## config.mk

```make
export PLATFORM = sky130hd
export DESIGN_NAME = mbcw_device_flat
export DESIGN_NICKNAME = d
export VERILOG_FILES = /design/src/rtl/mbcw_pkg.sv /design/src/rtl/mbcw_link_if.sv /design/src/rtl/mbcw_device.sv /design/src/flat_wrapper.sv
export SDC_FILE = /design/constraint.sdc
export NUM_CORES = 1
export LEC_CHECK = 0
export ABC_AREA = 1
export BUFFER_PORTS_ARGS = -buffer_cell sky130_fd_sc_hd__clkbuf_2
export CELL_PAD_IN_SITES_DETAIL_PLACEMENT = 0
export CELL_PAD_IN_SITES_GLOBAL_PLACEMENT = 2
export CORE_ASPECT_RATIO = 0.9
export CORE_MARGIN = 2
export CORE_UTILIZATION = 33
export CTS_BUF_LIST = sky130_fd_sc_hd__clkbuf_2
export DETAILED_ROUTE_END_ITERATION = 6
export PLACE_DENSITY_LB_ADDON = 0.1
export SLEW_MARGIN = 20
export SYNTH_ARGS = -nofsm -noshare
export SYNTH_HDL_FRONTEND = slang
export SYNTH_SLANG_ARGS = --single-unit
```

## constraint.sdc

```tcl
create_clock -name clk -period 4.46 [get_ports clk]
set_input_delay 0.223 -clock clk [delete_from_list [all_inputs] [get_ports clk]]
set_output_delay 0.223 -clock clk [all_outputs]
set_load 0.01 [all_outputs]
```

## src/rtl/mbcw_pkg.sv

```systemverilog
package mbcw_pkg;

  // widths shared by both ends of the link
  localparam int LIM_W   = 8;
  localparam int RANGE_W = 2;
  localparam int NBITS_W = 3;

  // base tick divides of the crystal clock, per band variant
  localparam int BASE_DIV_LOW_BAND  = 30;
  localparam int BASE_DIV_HIGH_BAND = 28;

  // extended tick multiplier for rate range 0, halved per range step
  localparam logic [3:0] XTICK_MULT_MAX = 4'h8;

  // polling sleep length in extended ticks
  localparam int SLEEP_TICKS_DEFAULT = 64;

  // transmitted payload length in bits
  localparam int PAYLOAD_BITS = 16;

  // host register offsets (byte addresses)
  localparam logic [7:0] REG_CTRL    = 8'h00;
  localparam logic [7:0] REG_LIMITS  = 8'h04;
  localparam logic [7:0] REG_TIMING  = 8'h08;
  localparam logic [7:0] REG_PAYLOAD = 8'h0c;
  localparam logic [7:0] REG_STATUS  = 8'h10;
  localparam logic [7:0] REG_MASK    = 8'h14;

  // field positions
  localparam int CTRL_GO_BIT      = 0;
  localparam int CTRL_RELEASE_BIT = 1;
  localparam int LIM_LOWER_LSB    = 0;
  localparam int LIM_UPPER_LSB    = 8;
  localparam int LIM_RANGE_LSB    = 16;
  localparam int LIM_NBITS_LSB    = 18;
  localparam int TIM_HALF_LSB     = 0;
  localparam int TIM_PRE_LSB      = 16;
  localparam int EVT_TX_DONE      = 0;
  localparam int EVT_WAKE         = 1;
  localparam int EVT_VIOLATION    = 2;
  localparam int EVT_W            = 3;

  // reset values
  localparam logic [31:0] LIMITS_RESET  = 32'h000c2711;
  localparam logic [31:0] TIMING_RESET  = 32'h19000080;
  localparam logic [31:0] PAYLOAD_RESET = 32'h00000000;

  typedef enum logic [1:0] {RX_SLEEP, RX_CHECK, RX_RECEIVE} mbcw_rx_state_t;
  typedef enum logic [1:0] {TX_IDLE, TX_PRE, TX_START, TX_DATA} mbcw_tx_state_t;

endpackage

```

## src/rtl/mbcw_link_if.sv

```systemverilog
interface mbcw_link_if;
  import mbcw_pkg::*;

  logic               line;
  logic [LIM_W-1:0]   lim_lower;
  logic [LIM_W-1:0]   lim_upper;
  logic [RANGE_W-1:0] rate_range_select;
  logic [NBITS_W-1:0] required_bits_count;
  logic               release_rx;
  logic               data_out;
  logic               rx_active;
  logic               violation;

  modport device (
    input  line,
    input  lim_lower,
    input  lim_upper,
    input  rate_range_select,
    input  required_bits_count,
    input  release_rx,
    output data_out,
    output rx_active,
    output violation
  );

  modport host (
    output line,
    output lim_lower,
    output lim_upper,
    output rate_range_select,
    output required_bits_count,
    output release_rx,
    input  data_out,
    input  rx_active,
    input  violation
  );
endinterface

```

## src/rtl/mbcw_device.sv

```systemverilog
// Notes on behaviour
// - accept edge interval only inside limit window
// - both limits come from limit settings
// - lower is count, upper is count minus one
// - extended tick is base times 8,4,2,1
// - base tick is crystal divided by 30/28
// - each bit needs two credits: one per passing half interval, two per passing full interval
// - all bits pass: receive, forward data out
// - bad interval: abort at once and sleep in check, flag violation in receive
// - full-period limits: sum minus/plus half difference
// - full-period window judges full-length edge intervals
// - three bits check in about 3.5 periods
// - transmitter sends Manchester coded telegram
// - telegram is preburst, start bit, payload
// - preburst covers sleep, startup and check time
// - software picks window near 25 to 30 percent
// - software derives limits from half-bit period
//
// The address map and the APB interface to the registers were decided locally.
module mbcw_device
  import mbcw_pkg::*;
#(
  parameter int BASE_DIV    = BASE_DIV_LOW_BAND,
  parameter int SLEEP_TICKS = SLEEP_TICKS_DEFAULT
)
(
  input  wire logic   clk,
  input  wire logic   reset,
  mbcw_link_if.device link
);

  localparam int TW = LIM_W + 2;
  localparam int CW = NBITS_W + 2;

  if (BASE_DIV != BASE_DIV_LOW_BAND && BASE_DIV != BASE_DIV_HIGH_BAND)
  begin : g_bad_div
    $error("base divide must be one of the two band variants");
  end
  if (SLEEP_TICKS < 1 || SLEEP_TICKS > 65535)
  begin : g_bad_sleep
    $error("sleep length out of range");
  end

  ////////////////////////////////////////////////////////////////////////////
  // tick generation

  logic [4:0] base_cnt;
  logic [2:0] ext_cnt;
  wire        base_tick;
  wire  [3:0] ext_mult;
  wire  [2:0] ext_last;
  wire        extended_tick;

  assign base_tick = base_cnt == 5'(BASE_DIV - 1);
  assign ext_mult  = XTICK_MULT_MAX >> link.rate_range_select;
  assign ext_last  = 3'(ext_mult - 4'h1);
  assign extended_tick = base_tick && (ext_cnt >= ext_last);

  always_ff @(posedge clk)
  begin
    if (reset || base_tick)
      base_cnt <= 5'h00;
    else
      base_cnt <= base_cnt + 5'h01;
  end

  // a range change mid-count only alters one tick, to a length between the old and new ones
  always_ff @(posedge clk)
  begin
    if (reset || extended_tick)
      ext_cnt <= 3'h0;
    else if (base_tick)
      ext_cnt <= ext_cnt + 3'h1;
  end

  ////////////////////////////////////////////////////////////////////////////
  // edge interval timer

  logic          line_q;
  logic [TW-1:0] tcnt;
  wire           line_edge;
  wire  [TW-1:0] next_tcnt;

  assign line_edge = link.line != line_q;
  // saturating so a dead line never wraps back into the window
  assign next_tcnt = line_edge ? '0 :
                     (extended_tick && !(&tcnt)) ? tcnt + 1'b1 : tcnt;

  always_ff @(posedge clk)
  begin
    if (reset)
    begin
      line_q <= 1'b0;
      tcnt   <= '0;
    end
    else
    begin
      line_q <= link.line;
      tcnt   <= next_tcnt;
    end
  end

  ////////////////////////////////////////////////////////////////////////////
  // windows

  wire [TW:0] lo_w;
  wire [TW:0] hi_w;
  wire [TW:0] t_w;
  wire [TW:0] t_x2;
  wire [TW:0] full_period_lower_count_x2;
  wire [TW:0] full_period_upper_count_x2;
  wire        half_ok;
  wire        full_ok;
  wire        too_long;

  assign lo_w = (TW+1)'(link.lim_lower);
  assign hi_w = (TW+1)'(link.lim_upper);
  assign t_w  = (TW+1)'(tcnt);
  assign t_x2 = {tcnt, 1'b0};

  // doubled so the half-difference stays exact
  assign full_period_lower_count_x2 = (lo_w << 1) + lo_w + hi_w;
  assign full_period_upper_count_x2 = (hi_w << 1) + hi_w + lo_w;

  assign half_ok  = (t_w >= lo_w) && (t_w + 1'b1 <= hi_w);
  assign full_ok  = (t_x2 >= full_period_lower_count_x2) &&
                    (t_x2 <= full_period_upper_count_x2);
  assign too_long = t_x2 > full_period_upper_count_x2;

  ////////////////////////////////////////////////////////////////////////////
  // mode sequencing

  mbcw_rx_state_t state;
  mbcw_rx_state_t next_state;
  logic [CW-1:0]  credits;
  logic [CW-1:0]  next_credits;
  logic           armed;
  logic           next_armed;
  logic [15:0]    sleep_cnt;
  logic [15:0]    next_sleep_cnt;
  logic           next_violation;
  wire  [CW-1:0]  credits_needed;

  // two half-interval credits per Manchester bit
  assign credits_needed = {link.required_bits_count, 1'b0};

  always_comb
  begin
    next_state     = state;
    next_credits   = credits;
    next_armed     = armed;
    next_sleep_cnt = sleep_cnt;
    next_violation = 1'b0;
    case (state)
      RX_SLEEP:
      begin
        if (extended_tick)
        begin
          if (sleep_cnt >= 16'(SLEEP_TICKS - 1))
          begin
            next_state     = RX_CHECK;
            next_sleep_cnt = 16'h0000;
            next_credits   = '0;
            next_armed     = 1'b0;
          end
          else
            next_sleep_cnt = sleep_cnt + 16'h0001;
        end
      end
      RX_CHECK:
      begin
        if (line_edge)
        begin
          if (!armed)
            next_armed = 1'b1;
          else if (half_ok)
            next_credits = credits + CW'(1);
          else if (full_ok)
            next_credits = credits + CW'(2);
          else
            next_state = RX_SLEEP;
        end
        else if (armed && too_long)
          next_state = RX_SLEEP;
        // ends on the last passing edge, about half a bit past n bits
        if (next_state == RX_CHECK && next_credits >= credits_needed
            && next_armed && line_edge)
          next_state = RX_RECEIVE;
      end
      RX_RECEIVE:
      begin
        if (line_edge && !half_ok && !full_ok)
          next_violation = 1'b1;
        if (link.release_rx)
          next_state = RX_SLEEP;
      end
      default:
        next_state = RX_SLEEP;
    endcase
  end

  always_ff @(posedge clk)
  begin
    if (reset)
    begin
      state     <= RX_SLEEP;
      credits   <= '0;
      armed     <= 1'b0;
      sleep_cnt <= 16'h0000;
    end
    else
    begin
      state     <= next_state;
      credits   <= next_credits;
      armed     <= next_armed;
      sleep_cnt <= next_sleep_cnt;
    end
  end

  ////////////////////////////////////////////////////////////////////////////
  // outputs

  logic data_q;
  logic active_q;
  logic violation_q;

  // idle line reads high, as a pulled-up data pin would
  always_ff @(posedge clk)
  begin
    if (reset)
    begin
      data_q      <= 1'b1;
      active_q    <= 1'b0;
      violation_q <= 1'b0;
    end
    else
    begin
      data_q      <= (next_state == RX_RECEIVE) ? link.line : 1'b1;
      active_q    <= next_state == RX_RECEIVE;
      violation_q <= next_violation;
    end
  end

  assign link.data_out  = data_q;
  assign link.rx_active = active_q;
  assign link.violation = violation_q;

endmodule

```

## src/flat_wrapper.sv

```systemverilog
// flat-port wrapper written by rule: the top's interface ports become plain ports
module mbcw_device_flat import mbcw_pkg::*;
#(
  parameter int BASE_DIV    = BASE_DIV_LOW_BAND,
  parameter int SLEEP_TICKS = SLEEP_TICKS_DEFAULT
)
  (clk, reset, link_line, link_lim_lower, link_lim_upper, link_rate_range_select, link_required_bits_count, link_release_rx, link_data_out, link_rx_active, link_violation);
  mbcw_link_if link_i ();
  input  wire logic clk;
  input  wire logic reset;
  input wire logic [$bits(link_i.line)-1:0] link_line;
  input wire logic [$bits(link_i.lim_lower)-1:0] link_lim_lower;
  input wire logic [$bits(link_i.lim_upper)-1:0] link_lim_upper;
  input wire logic [$bits(link_i.rate_range_select)-1:0] link_rate_range_select;
  input wire logic [$bits(link_i.required_bits_count)-1:0] link_required_bits_count;
  input wire logic [$bits(link_i.release_rx)-1:0] link_release_rx;
  output wire logic [$bits(link_i.data_out)-1:0] link_data_out;
  output wire logic [$bits(link_i.rx_active)-1:0] link_rx_active;
  output wire logic [$bits(link_i.violation)-1:0] link_violation;
  assign link_i.line = link_line;
  assign link_i.lim_lower = link_lim_lower;
  assign link_i.lim_upper = link_lim_upper;
  assign link_i.rate_range_select = link_rate_range_select;
  assign link_i.required_bits_count = link_required_bits_count;
  assign link_i.release_rx = link_release_rx;
  assign link_data_out = link_i.data_out;
  assign link_rx_active = link_i.rx_active;
  assign link_violation = link_i.violation;
  mbcw_device #(.BASE_DIV(BASE_DIV), .SLEEP_TICKS(SLEEP_TICKS)) u_core (.clk(clk), .reset(reset), .link(link_i));
endmodule
```

# After elaboration in Yosys (flattened, before gate mapping)
# Index checks and enable logic that the tools add are counted.
# op_classes
add_sub_neg	12
n_lt_le_gt_ge	8
eq_ne	8
shift	1
n_mux	26
bitwise	2
reduce_logical	23
# ops
op	n
5-bit two-way mux	7
11-bit by 8-bit adder with 11-bit output	2
9-bit by 8-bit adder with 10-bit output	2
2-bit two-way mux	10
16-bit by 1-bit adder with 16-bit output (second input constant)	1
16-bit by 6-bit >= comparator with 1-bit output (second input constant)	1
16-bit two-way mux	1
10-bit by 1-bit adder with 11-bit output (second input constant)	1
11-bit >= comparator	1
11-bit greater-than comparator	1
11-bit less-or-equal comparator	1
11-bit by 8-bit less-or-equal comparator with 1-bit output	1
10-bit by 1-bit adder with 10-bit output (second input constant)	1
5-bit by 1-bit adder with 5-bit output (second input constant)	2
10-bit by 8-bit >= comparator with 1-bit output	1
1-bit logical AND	10
5-bit case mux with 2 select lines	1
10-bit AND reduction	1
2-bit case mux with 3 select lines	1
2-bit OR reduction	3
5-bit by 2-bit adder with 5-bit output (second input constant)	1
5-bit equality test (second input constant)	1
5-bit by 4-bit >= comparator with 1-bit output	1
1-bit two-way mux	5
other kinds (16)	23
# word_totals
regBits	46
in_bits	25
elab_cells	91

# Logic depth before layout (Yosys ltp)
# Gate-level depths: netlist of the first run.
# logic_depth
word_depth	18
ltp_mapped	37

# Worst setup path before layout of the first run
# OpenSTA, ideal clock, no wires.
# synth_timing
kind	input -> register
startpoint	input link_lim_upper[0]
endpoint	register u_core.data_q, in the netlist u_core.link.data_out
arrival_time_ps	4291
setup_slack_ps	50
cell_stages	35
path_cell_list	ha_1 inv_1 fa_1 xnor2_1 ha_1 nand2_1 o21ai_0 a21oi_1 o21bai_1 a21oi_1 o21bai_1 nand3b_1 ha_1 nand2_1 inv_1 nand2_1 nor2_1 nand3_1 nand2_1 nand2_4 xor2_1 a21oi_1 o21ai_0 o21ai_0 inv_1 ha_1 nand2_1 inv_1 nand3_1 nand2_1 nand2_1 nand2_1 nand2_1 a21oi_1 nand2_1
# synth_between
elab_chain_cells	18
elab_cells_between_ends	31
# synth_lines
item	line_no	rtl
start, declared	flat_wrapper.sv:13	input wire logic [$bits(link_i.lim_upper)-1:0] link_lim_upper;
9-bit by 8-bit adder with 10-bit output	mbcw_device.sv:123	assign full_period_upper_count_x2 = (hi_w << 1) + hi_w + lo_w;
11-bit by 8-bit adder with 11-bit output	mbcw_device.sv:123	
11-bit less-or-equal comparator	mbcw_device.sv:127	(t_x2 <= full_period_upper_count_x2);
1-bit logical AND	mbcw_device.sv:126	assign full_ok = (t_x2 >= full_period_lower_count_x2) &&
5-bit two-way mux / 2-bit two-way mux (equally long branches)	mbcw_device.sv:178	else if (full_ok)
5-bit two-way mux / 2-bit two-way mux (equally long branches)	mbcw_device.sv:176	else if (half_ok)
5-bit two-way mux / 2-bit two-way mux (equally long branches)	mbcw_device.sv:174	if (!armed)
5-bit two-way mux / 2-bit two-way mux (equally long branches)	mbcw_device.sv:172	if (line_edge)
5-bit two-way mux / 2-bit two-way mux (equally long branches)	mbcw_device.sv:154	case (state)
5-bit by 4-bit >= comparator with 1-bit output / 2-bit by 1-bit equality test with 1-bit output (equally long branches)	mbcw_device.sv:186	if (next_state == RX_CHECK && next_credits >= credits_needed
1-bit logical AND	mbcw_device.sv:186	
1-bit logical AND (2 in series)	mbcw_device.sv:187	&& next_armed && line_edge)
2-bit two-way mux *	mbcw_device.sv:186	
2-bit case mux with 3 select lines *	mbcw_device.sv:154	
2-bit equality test *	mbcw_device.sv:238	data_q <= (next_state == RX_RECEIVE) ? link.line : 1'b1;
1-bit NOT (no source line) *	-	
2-bit OR reduction (no source line) *	-	
end signal, assigned	mbcw_device.sv:238	
end, declared	mbcw_device.sv:223	logic data_q;
# Every way passes the cells marked *; elsewhere a longest branch is shown, timed or not. The select of a mux whose other input is x is not followed.
# A chain may end at the register's enable or synchronous reset.

# Worst setup path after layout of the first run
# layout_timing
startpoint	input link_lim_upper[1]
endpoint	register u_core.data_q, in the netlist u_core.link.data_out
# The elaborated chain is that of the path after synthesis.

==> results.sh, run 1 <==
export IMPL_outcome="completed"
export IMPL_final_max_slew_violation_count=0
export IMPL_r2r_end="u_core.link.data_out"
export IMPL_grt_usage=0.168
export IMPL_timing_rr_start="u_core.tcnt[0]"
export IMPL_fill_cells=1419
export IMPL_drive_above_1_share=0.226
export IMPL_cts_sinks=46
export IMPL_vias=4123
export IMPL_syn_to_final_growth_pct=24.5
export IMPL_reg2reg_depth=28
export IMPL_gp_congestion=0.837
export IMPL_power_density_mw_per_mm2=210
export IMPL_yosysUniqueCellTypes=40
export IMPL_arrival_ns=4.68
export IMPL_leakage_nw=2.85
export IMPL_cpMostUsedCell="nand2_1"
export IMPL_grt_pass1_wl_um=19700
export IMPL_fmax_mhz=232
export IMPL_root_buffer="clkbuf_2"
export IMPL_critPathKind="in -> reg"
export IMPL_slowest_stage="fa_2"
export IMPL_die_area_mm2=0.0146
export IMPL_cp_slowest_stage_delay_ns=0.38
export IMPL_dp_cells=885
export IMPL_synth_edf_count=0
export IMPL_gr_total_overflow=0
export IMPL_synth_warning_count=0
export IMPL_syn_nets=740
export IMPL_clk_latency_ns=0.44
export IMPL_cts_inserted_buffers=5
export IMPL_antennaDiodeCount=0
export IMPL_synth_seq_cells=46
export IMPL_cp_required_ns=4.83
export IMPL_fin_tns_setup_ns=0
export IMPL_finClkSkew_ns=0.0140
export IMPL_path_max_fanout=4
export IMPL_core_area_mm2=0.0133
export IMPL_worstSetupStartpointType="input pin"
export IMPL_cp_startpoint="link_lim_upper[1]"
export IMPL_ant_nets=0
export IMPL_drv_cap=0
export IMPL_finalCriticalPeriod_ns=4.31
export IMPL_path_clk_slew_ns=0.23
export IMPL_min_path_type="in -> reg"
export IMPL_drt_iter0_markers=160
export IMPL_io_pins=28
export IMPL_final_nets=841
export IMPL_rows=40
export IMPL_die_h_um=115
export IMPL_cts_htree_levels=2
export IMPL_initial_core_util=0.338
export IMPL_worstMarginPinSlew_ns=0.604
export IMPL_synth_seq_area_share=0.205
export IMPL_port_buffers=27
export IMPL_firstDrtPassIters=4
export IMPL_synth_main_ff_cell="dfxtp_1"
export IMPL_fin_crit_sh=0.966
export IMPL_synth_cell_area_mm2=0.00450
export IMPL_avgSynthCellArea_um2=7.16
export IMPL_fp_dieW_um=127
export IMPL_cp_endpoint="u_core.link.data_out"
export IMPL_slew_headroom=0.594
export IMPL_cts_tree="yes"
export IMPL_hpwl_um=9650
export IMPL_postSynthCellCount=628
export IMPL_drc=0
export IMPL_rsz0062_at_grt="yes"
export IMPL_endpoint_kind="flip-flop"
export IMPL_antenna_found_initial=0
export IMPL_grt_pass1_vias=4084
export IMPL_grt_max_degree=23
export IMPL_finalHoldViolCount=0
export IMPL_wl_per_cell_um=12.8
export IMPL_stdcell_count=898
export IMPL_vdd_drop_max_v=0.000132
export IMPL_setup_violations=0
export IMPL_vias_per_cell=4.59
export IMPL_routed_wl_um=11500
export IMPL_min_from="link_release_rx"
export IMPL_r2r_slack_ns=0.81
export IMPL_async_reset_ff_frac=0
export IMPL_max_clock_path_buffers=2
-- layout make-up --
| type | instances | area (um^2) | area share |
|---|---|---|---|
| clock buffer | 6 | 30.0 | 0.00536 |
| clock inverter | 2 | 13.8 | 0.00246 |
| timing repair buffer | 97 | 683 | 0.122 |
| sequential | 46 | 921 | 0.164 |
| tap | 168 | 210 | 0.0375 |
| multi-input combinational | 466 | 3320 | 0.592 |
| inverter | 113 | 424 | 0.0757 |
-- timing repair --
item | CTS | global route
pin swaps | 6 | 31
buffers inserted | 1 | 3
endpoints found under the setup margin | 4 | 4
gates resized for setup | 12 | 40
hold buffers | 1 | 0
endpoints found under the hold margin | 2 | 0
-- synthesized netlist by cell type (2+ instances only) --
cell type,number,area [um^2]
nor2_1,31,116
a21oi_1,65,325
nand2_2,5,31.3
a211oi_1,3,22.5
nand3_2,2,20.0
ha_1,83,1040
o21ai_1,6,30.0
inv_1,106,398
o21bai_1,8,60.1
nor4_1,2,12.5
nand3_1,30,150
fa_1,4,80.1
xor2_1,25,219
inv_2,6,22.5
nor3b_1,2,15.0
dfxtp_1,46,921
nand3b_1,3,22.5
nand2_1,128,480
a21oi_2,2,17.5
o21ai_0,13,65.1
xnor2_1,14,123
nand4_1,8,50.1
clkbuf_1,3,11.3
nor2_2,2,12.5
or2_2,4,25.0
nor3_1,13,65.1
-- layer usage --
metal | vias up | share of wire | global-route usage
li1 | 2249 | - | -
met1 | 1839 | 0.56 | 0.252
met2 | 28 | 0.41 | 0.256
met3 | 7 | 0.022 | 0.0302
met4 | 0 | 0.0054 | 0.0278
met5 | - | 0 | 0
-- sequential cells by signal, summed over array words and instances, names as in the netlist, 2 cells and up --
register and flops:
u_core.state 2, u_core.credits 5, u_core.ext_cnt 3, u_core.sleep_cnt 16, u_core.tcnt 10, u_core.base_cnt 5
-- report_power, final --
group,switching [mW],internal (mW),total [mW],leakage (nW)
clock network,0.143,0.0414,0.184,0.0330
registers,0.00215,0.415,0.417,0.371
logic,0.296,0.278,0.574,2.45
total,0.441,0.734,1.18,2.85
-- critical path: cells and delay by family --
| kind | cells | cell delay (ns) |
|---|---|---|
| xor gates and xnor gates | 2 | 0.27 |
| and+or+nand+nor | 14 | 1.07 |
| adders and majority gates | 5 | 1.35 |
| AOI/OAI and AO/OA | 8 | 1.16 |
| buffers and inverters | 8 | 0.56 |
-- cells by family (layout without fill, tap and decap cells) --
group | Yosys count | after routing | share of synthesized area
DFF | 46 | 46 | 0.205
and+or+nand+nor | 239 | 239 | 0.249
xor gates and xnor gates | 40 | 40 | 0.0796
AOI/OAI and AO/OA | 100 | 100 | 0.121
adders and majority gates | 87 | 87 | 0.249
buffers and inverters | 116 | 218 | 0.0968
-- cells in the final DEF (no fill, tap or decap), drive strengths merged --
cell and n:
o21ai 19, nor3 13, nand3 33, ha 83, o21bai 8, a21oi 67, nor3b 3, buf 71
a211oi 3, inv 112, nand2 134, nand4 10, fa 4, nor4 3, clkinv 3, nand3b 4
o21a 1, xnor2 14, or2 4, dlygate4sd3 1, and3b 1, o2111ai 1, xor2 26, nor2 34
clkbuf 31, o211ai 1, dfxtp 46
-- through the flow --
stage	total power, mW	instance area (um^2)	utilization	setup slack, ns	hold WS, ns
2_1_floorplan	0.739	4500	-	0.0499	0.327
3_5_place_dp	0.949	5320	0.400	-0.778	0.437
5_1_grt	1.29	5600	0.421	-0.223	0.0146
4_1_cts	1.15	5420	0.407	0.00646	0.0352
6_report	1.18	5600	0.421	0.151	0.0563
3_3_place_gp	0.941	5320	0.400	-0.797	0.433
-- worst min path at each step --
| stage | slack, ns | depth (start not counted) | end |
|---|---|---|---|
| 6_report | 0.06 | 3 | u_core.link.rx_active |
| 4_1_cts | 0.04 | 3 | u_core.link.rx_active |
| 3_3_place_gp | 0.43 | 2 | u_core.sleep_cnt[14] |
| 3_5_place_dp | 0.44 | 2 | u_core.sleep_cnt[15] |
| 2_1_floorplan | 0.33 | 2 | u_core.link.data_out |
| 5_1_grt | 0.01 | 3 | u_core.link.rx_active |
Power figures use the tool's default switching activity.
==> inputs of run 2 (changes only) <==
- REMOVE_ABC_BUFFERS: not set -> 1
==> run 2 against run 1 <==
Net effect:
- final cell count shrank 0.11%
- register-to-register slack is essentially flat
- routed wire length grew 0.36%
- worst hold slack gained 0.015 ns
- total power grew 3.4%
- largest cell class unchanged
- largest power group unchanged
- setup slack gained 0.051 ns
- critical path type unchanged
- sequential cell count is the same
- utilization grew 0.90 points
- first-iteration DRC count shrank 13%
- via count grew 0.32%
- critical path depth is the same
==> results.sh, run 2 (same netlist as run 1, synthesis figures left out) <==
export IMPL_final_common_cell="nand2_1"
export IMPL_critPathKind="in -> reg"
export IMPL_grt_pass1_vias=4060
export IMPL_final_nets=840
export IMPL_final_setup_worst_slack_ns=0.202
export IMPL_cp_top_family="adder cells"
export IMPL_hold_ws_ns=0.0716
export IMPL_worstSetupStartpointType="input pin"
export IMPL_reg2reg_depth=28
export IMPL_path_clk_slew_ns=0.24
export IMPL_cts_inserted_buffers=5
export IMPL_firstDrtPassIters=4
export IMPL_layout_common_cells="nand2_1 (120), inv_1 (103), ha_1 (73)"
export IMPL_post_place_ws_ns=-0.745
export IMPL_final_max_slew_violation_count=0
export IMPL_drc=0
export IMPL_gp_congestion=0.840
export IMPL_core_area_mm2=0.0133
export IMPL_io_pins=28
export IMPL_fin_crit_sh=0.955
export IMPL_path_max_fanout=4
export IMPL_holdPathEnd="u_core.link.rx_active"
export IMPL_initial_core_util=0.338
export IMPL_seqCellArea_um2=921
export IMPL_finalCriticalPeriod_ns=4.26
export IMPL_power_density_mw_per_mm2=213
export IMPL_min_from="link_release_rx"
export IMPL_cts_sinks=46
export IMPL_cts_tree="yes"
export IMPL_vdd_drop_max_v=0.000111
export IMPL_fill_cells=1424
export IMPL_arrival_ns=4.63
export IMPL_fp_dieW_um=127
export IMPL_min_path_type="in -> reg"
export IMPL_worstMarginPinSlew_ns=0.604
export IMPL_setup_violations=0
export IMPL_r2r_end="u_core.link.data_out"
export IMPL_multi_input_area_mm2=0.00344
export IMPL_clk_latency_ns=0.46
export IMPL_reg_largest_list="u_core.sleep_cnt x16, u_core.tcnt x10"
export IMPL_leakage_nw=2.89
export IMPL_gr_total_overflow=0
export IMPL_wl_per_cell_um=12.9
export IMPL_holdPathStages=3
export IMPL_stdcell_area_mm2=0.00572
export IMPL_largest_reg_flops=16
export IMPL_max_clock_path_buffers=2
export IMPL_grtUsageMet3=0.0228
export IMPL_critPathBufInv=8
export IMPL_placed_cell_area_mm2=0.00532
export IMPL_antennaDiodeCount=0
export IMPL_ant_nets=0
export IMPL_slew_headroom=0.596
export IMPL_fmax_mhz=235
export IMPL_root_buffer="clkbuf_2"
export IMPL_grt_busiest_layer="met2"
export IMPL_slowest_stage="fa_2"
export IMPL_drt_iter0_markers=140
export IMPL_routed_wl_um=11600
export IMPL_cp_required_ns=4.83
export IMPL_finalHoldViolCount=0
export IMPL_grt_usage=0.168
export IMPL_rsz0062_at_grt="yes"
export IMPL_cp_slowest_stage_delay_ns=0.39
export IMPL_grtUsageMet1=0.254
export IMPL_grt_pass1_wl_um=19800
export IMPL_rows=40
export IMPL_endpoint_kind="flip-flop"
export IMPL_hpwl_um=9750
export IMPL_die_area_mm2=0.0146
export IMPL_vias=4136
export IMPL_outcome="completed"
export IMPL_timing_rr_start="u_core.tcnt[0]"
export IMPL_top_register="u_core.sleep_cnt"
export IMPL_vias_per_cell=4.61
export IMPL_die_h_um=115
export IMPL_drive_above_1_share=0.255
export IMPL_p_total_mw=1.22
export IMPL_antenna_found_initial=0
export IMPL_finClkSkew_ns=0.0402
export IMPL_gr_usage_met2=0.259
export IMPL_port_buffers=27
export IMPL_grt_max_degree=23
export IMPL_cts_htree_levels=2
export IMPL_drv_cap=0
export IMPL_r2r_slack_ns=0.82
export IMPL_syn_to_final_growth_pct=27.2
## run 2: per-stage QoR
step / util / instances / TNS, ns
after floorplan: - / 625 / 0
after global placement: 0.400 / 885 / -3.15
after detailed placement: 0.400 / 885 / -2.87
after CTS: 0.406 / 895 / 0
after global routing: 0.430 / 897 / -0.370
final: 0.430 / 897 / 0
## run 2: cell type report
cell class	instances	share of cell area
clock inverters	2	0.00241
inverters	113	0.0746
clock buffers	6	0.00525
multi-input cells	466	0.601
well taps	168	0.0367
repair buffers	96	0.119
flip-flops and latches	46	0.161
## run 2: routing by layer
metal / part of all wire / up-vias
met1: 0.56 / 1846
met4: 0.0076 / 0
met2: 0.41 / 35
met3: 0.022 / 9
met5: 0 / -
li1: - / 2246
## run 2: tightest hold or removal path: cells and delay by family
| family | cells | cell delay [ns] |
|---|---|---|
| and+or+nand+nor | 1 | 0.13 |
| buffers and inverters | 1 | 0.08 |
| AOI/OAI and AO/OA | 1 | 0.07 |
## run 2: power by group
group          switching, mW  internal, mW
Sequential           0.00224         0.415
Combinational          0.312         0.296
Clock                  0.149        0.0416
Total                  0.463         0.753
## run 2: how the worst max path moves through the flow
stage	from	to	slack, ns	cells after the start
after floorplan	link_lim_upper[0]	u_core.link.data_out	0.05	35
after global placement	link_lim_upper[1]	u_core.link.data_out	-0.78	37
after detailed placement	link_lim_upper[1]	u_core.link.data_out	-0.74	37
after CTS	link_lim_lower[1]	u_core.link.data_out	0.009	35
after global routing	link_lim_upper[1]	u_core.link.data_out	-0.13	38
final	link_lim_upper[1]	u_core.link.data_out	0.20	37
## run 2: repair_timing
| action | in CTS | in global routing |
|---|---|---|
| hold buffers | 1 | 0 |
| setup endpoints to repair | 4 | 4 |
| resized for setup | 9 | 72 |
| pin swaps | 5 | 42 |
| buffers inserted | 1 | 2 |
| endpoints found under the hold margin | 2 | 0 |
==> inputs of run 3 (changes only) <==
- ABC_AREA: 1 -> not set
- CORE_UTILIZATION: 33 -> 35
==> run 3 against run 2 <==
Net effect:
- the flow now finishes with violations (negative setup slack)
- final area decreased by 3.1%
- critical path depth shrank 12
- setup slack worse by 0.26 ns
- via count is 6.3% lower
- final cell count decreased by 13%
- register-to-register slack lost 0.43 ns
- worst hold slack gained 0.12 ns
- total power decreased by 5.0%
- count of clock-buffer cells in the layout is the same
- maximum frequency decreased by 5.7%
==> results.sh, run 3 <==
export IMPL_timing_rr_start="u_core.tcnt[1]"
export IMPL_holdPathEnd="u_core.sleep_cnt[1]"
export IMPL_fp_dieW_um=122
export IMPL_critPathKind="in -> reg"
export IMPL_slew_headroom=0.441
export IMPL_fin_tns_setup_ns=-0.104
export IMPL_seq_power_share=0.361
export IMPL_avgSynthCellArea_um2=8.47
export IMPL_io_pins=28
export IMPL_die_area_mm2=0.0134
export IMPL_gp_congestion=0.795
export IMPL_top_register="u_core.sleep_cnt"
export IMPL_leakage_nw=2.58
export IMPL_antennaDiodeCount=0
export IMPL_wl_per_cell_um=13.9
export IMPL_r2r_slack_ns=0.39
export IMPL_final_common_cell="buf_4"
export IMPL_yosysTopAreaCell="ha_1"
export IMPL_reg_largest_list="u_core.sleep_cnt x16, u_core.tcnt x10"
export IMPL_endpoint_kind="flip-flop"
export IMPL_vias_per_cell=4.95
export IMPL_reg2reg_depth=18
export IMPL_finalCriticalPeriod_ns=4.52
export IMPL_grt_pass1_vias=3748
export IMPL_final_nets=735
export IMPL_fmax_mhz=221
export IMPL_netlist_top_cells_count="ha_1 (83), nor2_1 (50), dfxtp_1 (46)"
export IMPL_failed_checks="negative setup slack"
export IMPL_ant_nets=0
export IMPL_path_clk_slew_ns=0.22
export IMPL_worstMarginPinSlew_ns=0.831
export IMPL_hpwl_um=8930
export IMPL_synth_edf_count=0
export IMPL_combPwrFrac=0.489
export IMPL_arrival_ns=4.86
export IMPL_internal_power_uw=751
export IMPL_p_clk_frac=0.150
export IMPL_drt_iter0_markers=175
export IMPL_core_area_mm2=0.0121
export IMPL_yosys_area_top_type_share=0.238
export IMPL_grt_max_degree=18
export IMPL_cts_sinks=46
export IMPL_port_buffers=27
export IMPL_rows=38
export IMPL_cts_htree_levels=2
export IMPL_setup_violations=3
export IMPL_p_sw_frac=0.349
export IMPL_finClkSkew_ns=0.0150
export IMPL_dp_cells=770
export IMPL_synth_seq_area_share=0.211
export IMPL_synth_warning_count=0
export IMPL_root_buffer="clkbuf_2"
export IMPL_grt_pass1_wl_um=18500
export IMPL_routed_wl_um=10900
export IMPL_layout_common_cells="buf_4 (81), ha_1 (76), nor2_1 (50)"
export IMPL_final_max_slew_violation_count=0
export IMPL_cp_required_ns=4.81
export IMPL_min_from="reset"
export IMPL_stdcell_count=783
export IMPL_path_max_fanout=3
export IMPL_vdd_drop_max_v=0.0000937
export IMPL_power_density_mw_per_mm2=208
export IMPL_max_clock_path_buffers=2
export IMPL_yosysUniqueCellTypes=56
export IMPL_postLayoutCoreUtil=0.457
export IMPL_synth_seq_cells=46
export IMPL_firstDrtPassIters=4
export IMPL_p_total_mw=1.15
export IMPL_cts_inserted_buffers=5
export IMPL_largest_reg_flops=16
export IMPL_outcome="complete, but fails checks"
export IMPL_postSynthCellCount=516
export IMPL_synth_most_common_cell="ha_1"
export IMPL_synth_cell_area_mm2=0.00437
export IMPL_netSwitchingPower_uw=403
export IMPL_die_h_um=110
export IMPL_gr_total_overflow=0
export IMPL_worstSetupStartpointType="input pin"
export IMPL_fill_cells=1220
export IMPL_grt_usage=0.172
export IMPL_vias=3874
export IMPL_finalHoldViolCount=0
export IMPL_rsz0062_at_grt="yes"
export IMPL_ys_top_cells_by_area="ha_1 (24%), dfxtp_1 (21%), xnor2_1 (6.4%), a21oi_1 (4.6%), nor2_1 (4.3%)"
export IMPL_final_setup_worst_slack_ns=-0.0552
export IMPL_cts_tree="yes"
export IMPL_holdPathStages=2
export IMPL_clk_latency_ns=0.43
export IMPL_fin_crit_sh=1.01
export IMPL_drive_above_1_share=0.255
export IMPL_initial_core_util=0.360
export IMPL_antenna_found_initial=0
export IMPL_drc=0
export IMPL_async_reset_ff_frac=0
export IMPL_drv_cap=0
export IMPL_syn_to_final_growth_pct=26.9
export IMPL_r2r_end="u_core.link.data_out"
export IMPL_min_path_type="in -> reg"
export IMPL_synth_main_ff_cell="dfxtp_1"
## run 3: how the worst max path moves through the flow
stage	from	endpoint	cells past startpoint	slack, ns
global placement	link_lim_upper[1]	u_core.link.rx_active	27	-0.61
CTS	link_lim_lower[1]	u_core.link.data_out	25	0.02
floorplan	link_lim_upper[0]	u_core.link.data_out	24	-0.20
finish	link_lim_lower[0]	u_core.link.data_out	25	-0.06
detailed placement	link_lim_upper[1]	u_core.link.rx_active	27	-0.78
global route	link_lim_upper[2]	u_core.link.data_out	29	-0.31
## run 3: logic make-up after synthesis
family                   after synthesis  share of synthesized area
AO/OA/AOI/OAI                        126                      0.193
XOR/XNOR                              54                      0.110
adder cells (fa/ha/maj)               87                      0.256
buffers and inverters                 45                     0.0404
flip-flops                            46                      0.211
multiplexers                           3                    0.00802
AND/OR/NAND/NOR                      155                      0.182
## run 3: power groups by stage
| stage | Clock [mW] | Combinational (mW) | Sequential, mW |
|---|---|---|---|
| finish | 0.173 | 0.564 | 0.417 |
| global route | 0.195 | 0.636 | 0.418 |
| CTS | 0.180 | 0.540 | 0.417 |
| detailed placement | 0 | 0.524 | 0.425 |
| global placement | 0 | 0.515 | 0.425 |
| floorplan | 0 | 0.313 | 0.425 |
## run 3: metal layers
metal,track usage,part of all wire,up-vias
met5,0,0,-
met4,0.0222,0.0050,0
met3,0.0247,0.029,8
met2,0.265,0.41,26
met1,0.262,0.56,1792
li1,-,-,2048
## run 3: repair_timing
action,4_1_cts,5_1_grt
hold buffers,1,0
pin swaps,14,39
setup endpoints to repair,4,4
resized for setup,19,40
endpoints found under the hold margin,1,0
buffers inserted,3,2
## run 3: final cells by class
cell class / count / area [um^2] / area share
well taps: 160 / 200 / 0.0361
clock inverters: 1 / 7.51 / 0.00135
repair buffers: 107 / 763 / 0.138
inverters: 38 / 143 / 0.0257
clock buffers: 6 / 30.0 / 0.00542
multi-input cells: 425 / 3480 / 0.628
flip-flops and latches: 46 / 921 / 0.166
## run 3: critical path, stage by stage
cell and delay (ns):
clkbuf_2 0.13, ha_4 0.14, inv_1 0.04, fa_2 0.51, inv_1 0.06, ha_4 0.21, a21oi_2 0.13, o21bai_1 0.11
a21o_1 0.20, a21o_1 0.19, a21o_1 0.20, a21o_1 0.21, xnor2_1 0.13, ha_1 0.31, a21o_1 0.18, a21o_1 0.18
a21oi_2 0.15, o21a_1 0.19, a211oi_2 0.07, o211ai_1 0.31, xnor2_1 0.11, ha_1 0.32, and3_4 0.21, a211oi_4 0.07
a211o_1 0.30
## run 3: through the flow
step           cell area, um^2  hold WS [ns]  worst slack [ns]
2_1_floorplan             4340         0.292            -0.204
3_3_place_gp              5230         0.449            -0.611
3_5_place_dp              5230         0.456            -0.775
4_1_cts                   5370         0.174            0.0154
5_1_grt                   5540         0.172            -0.314
6_report                  5540         0.190           -0.0552
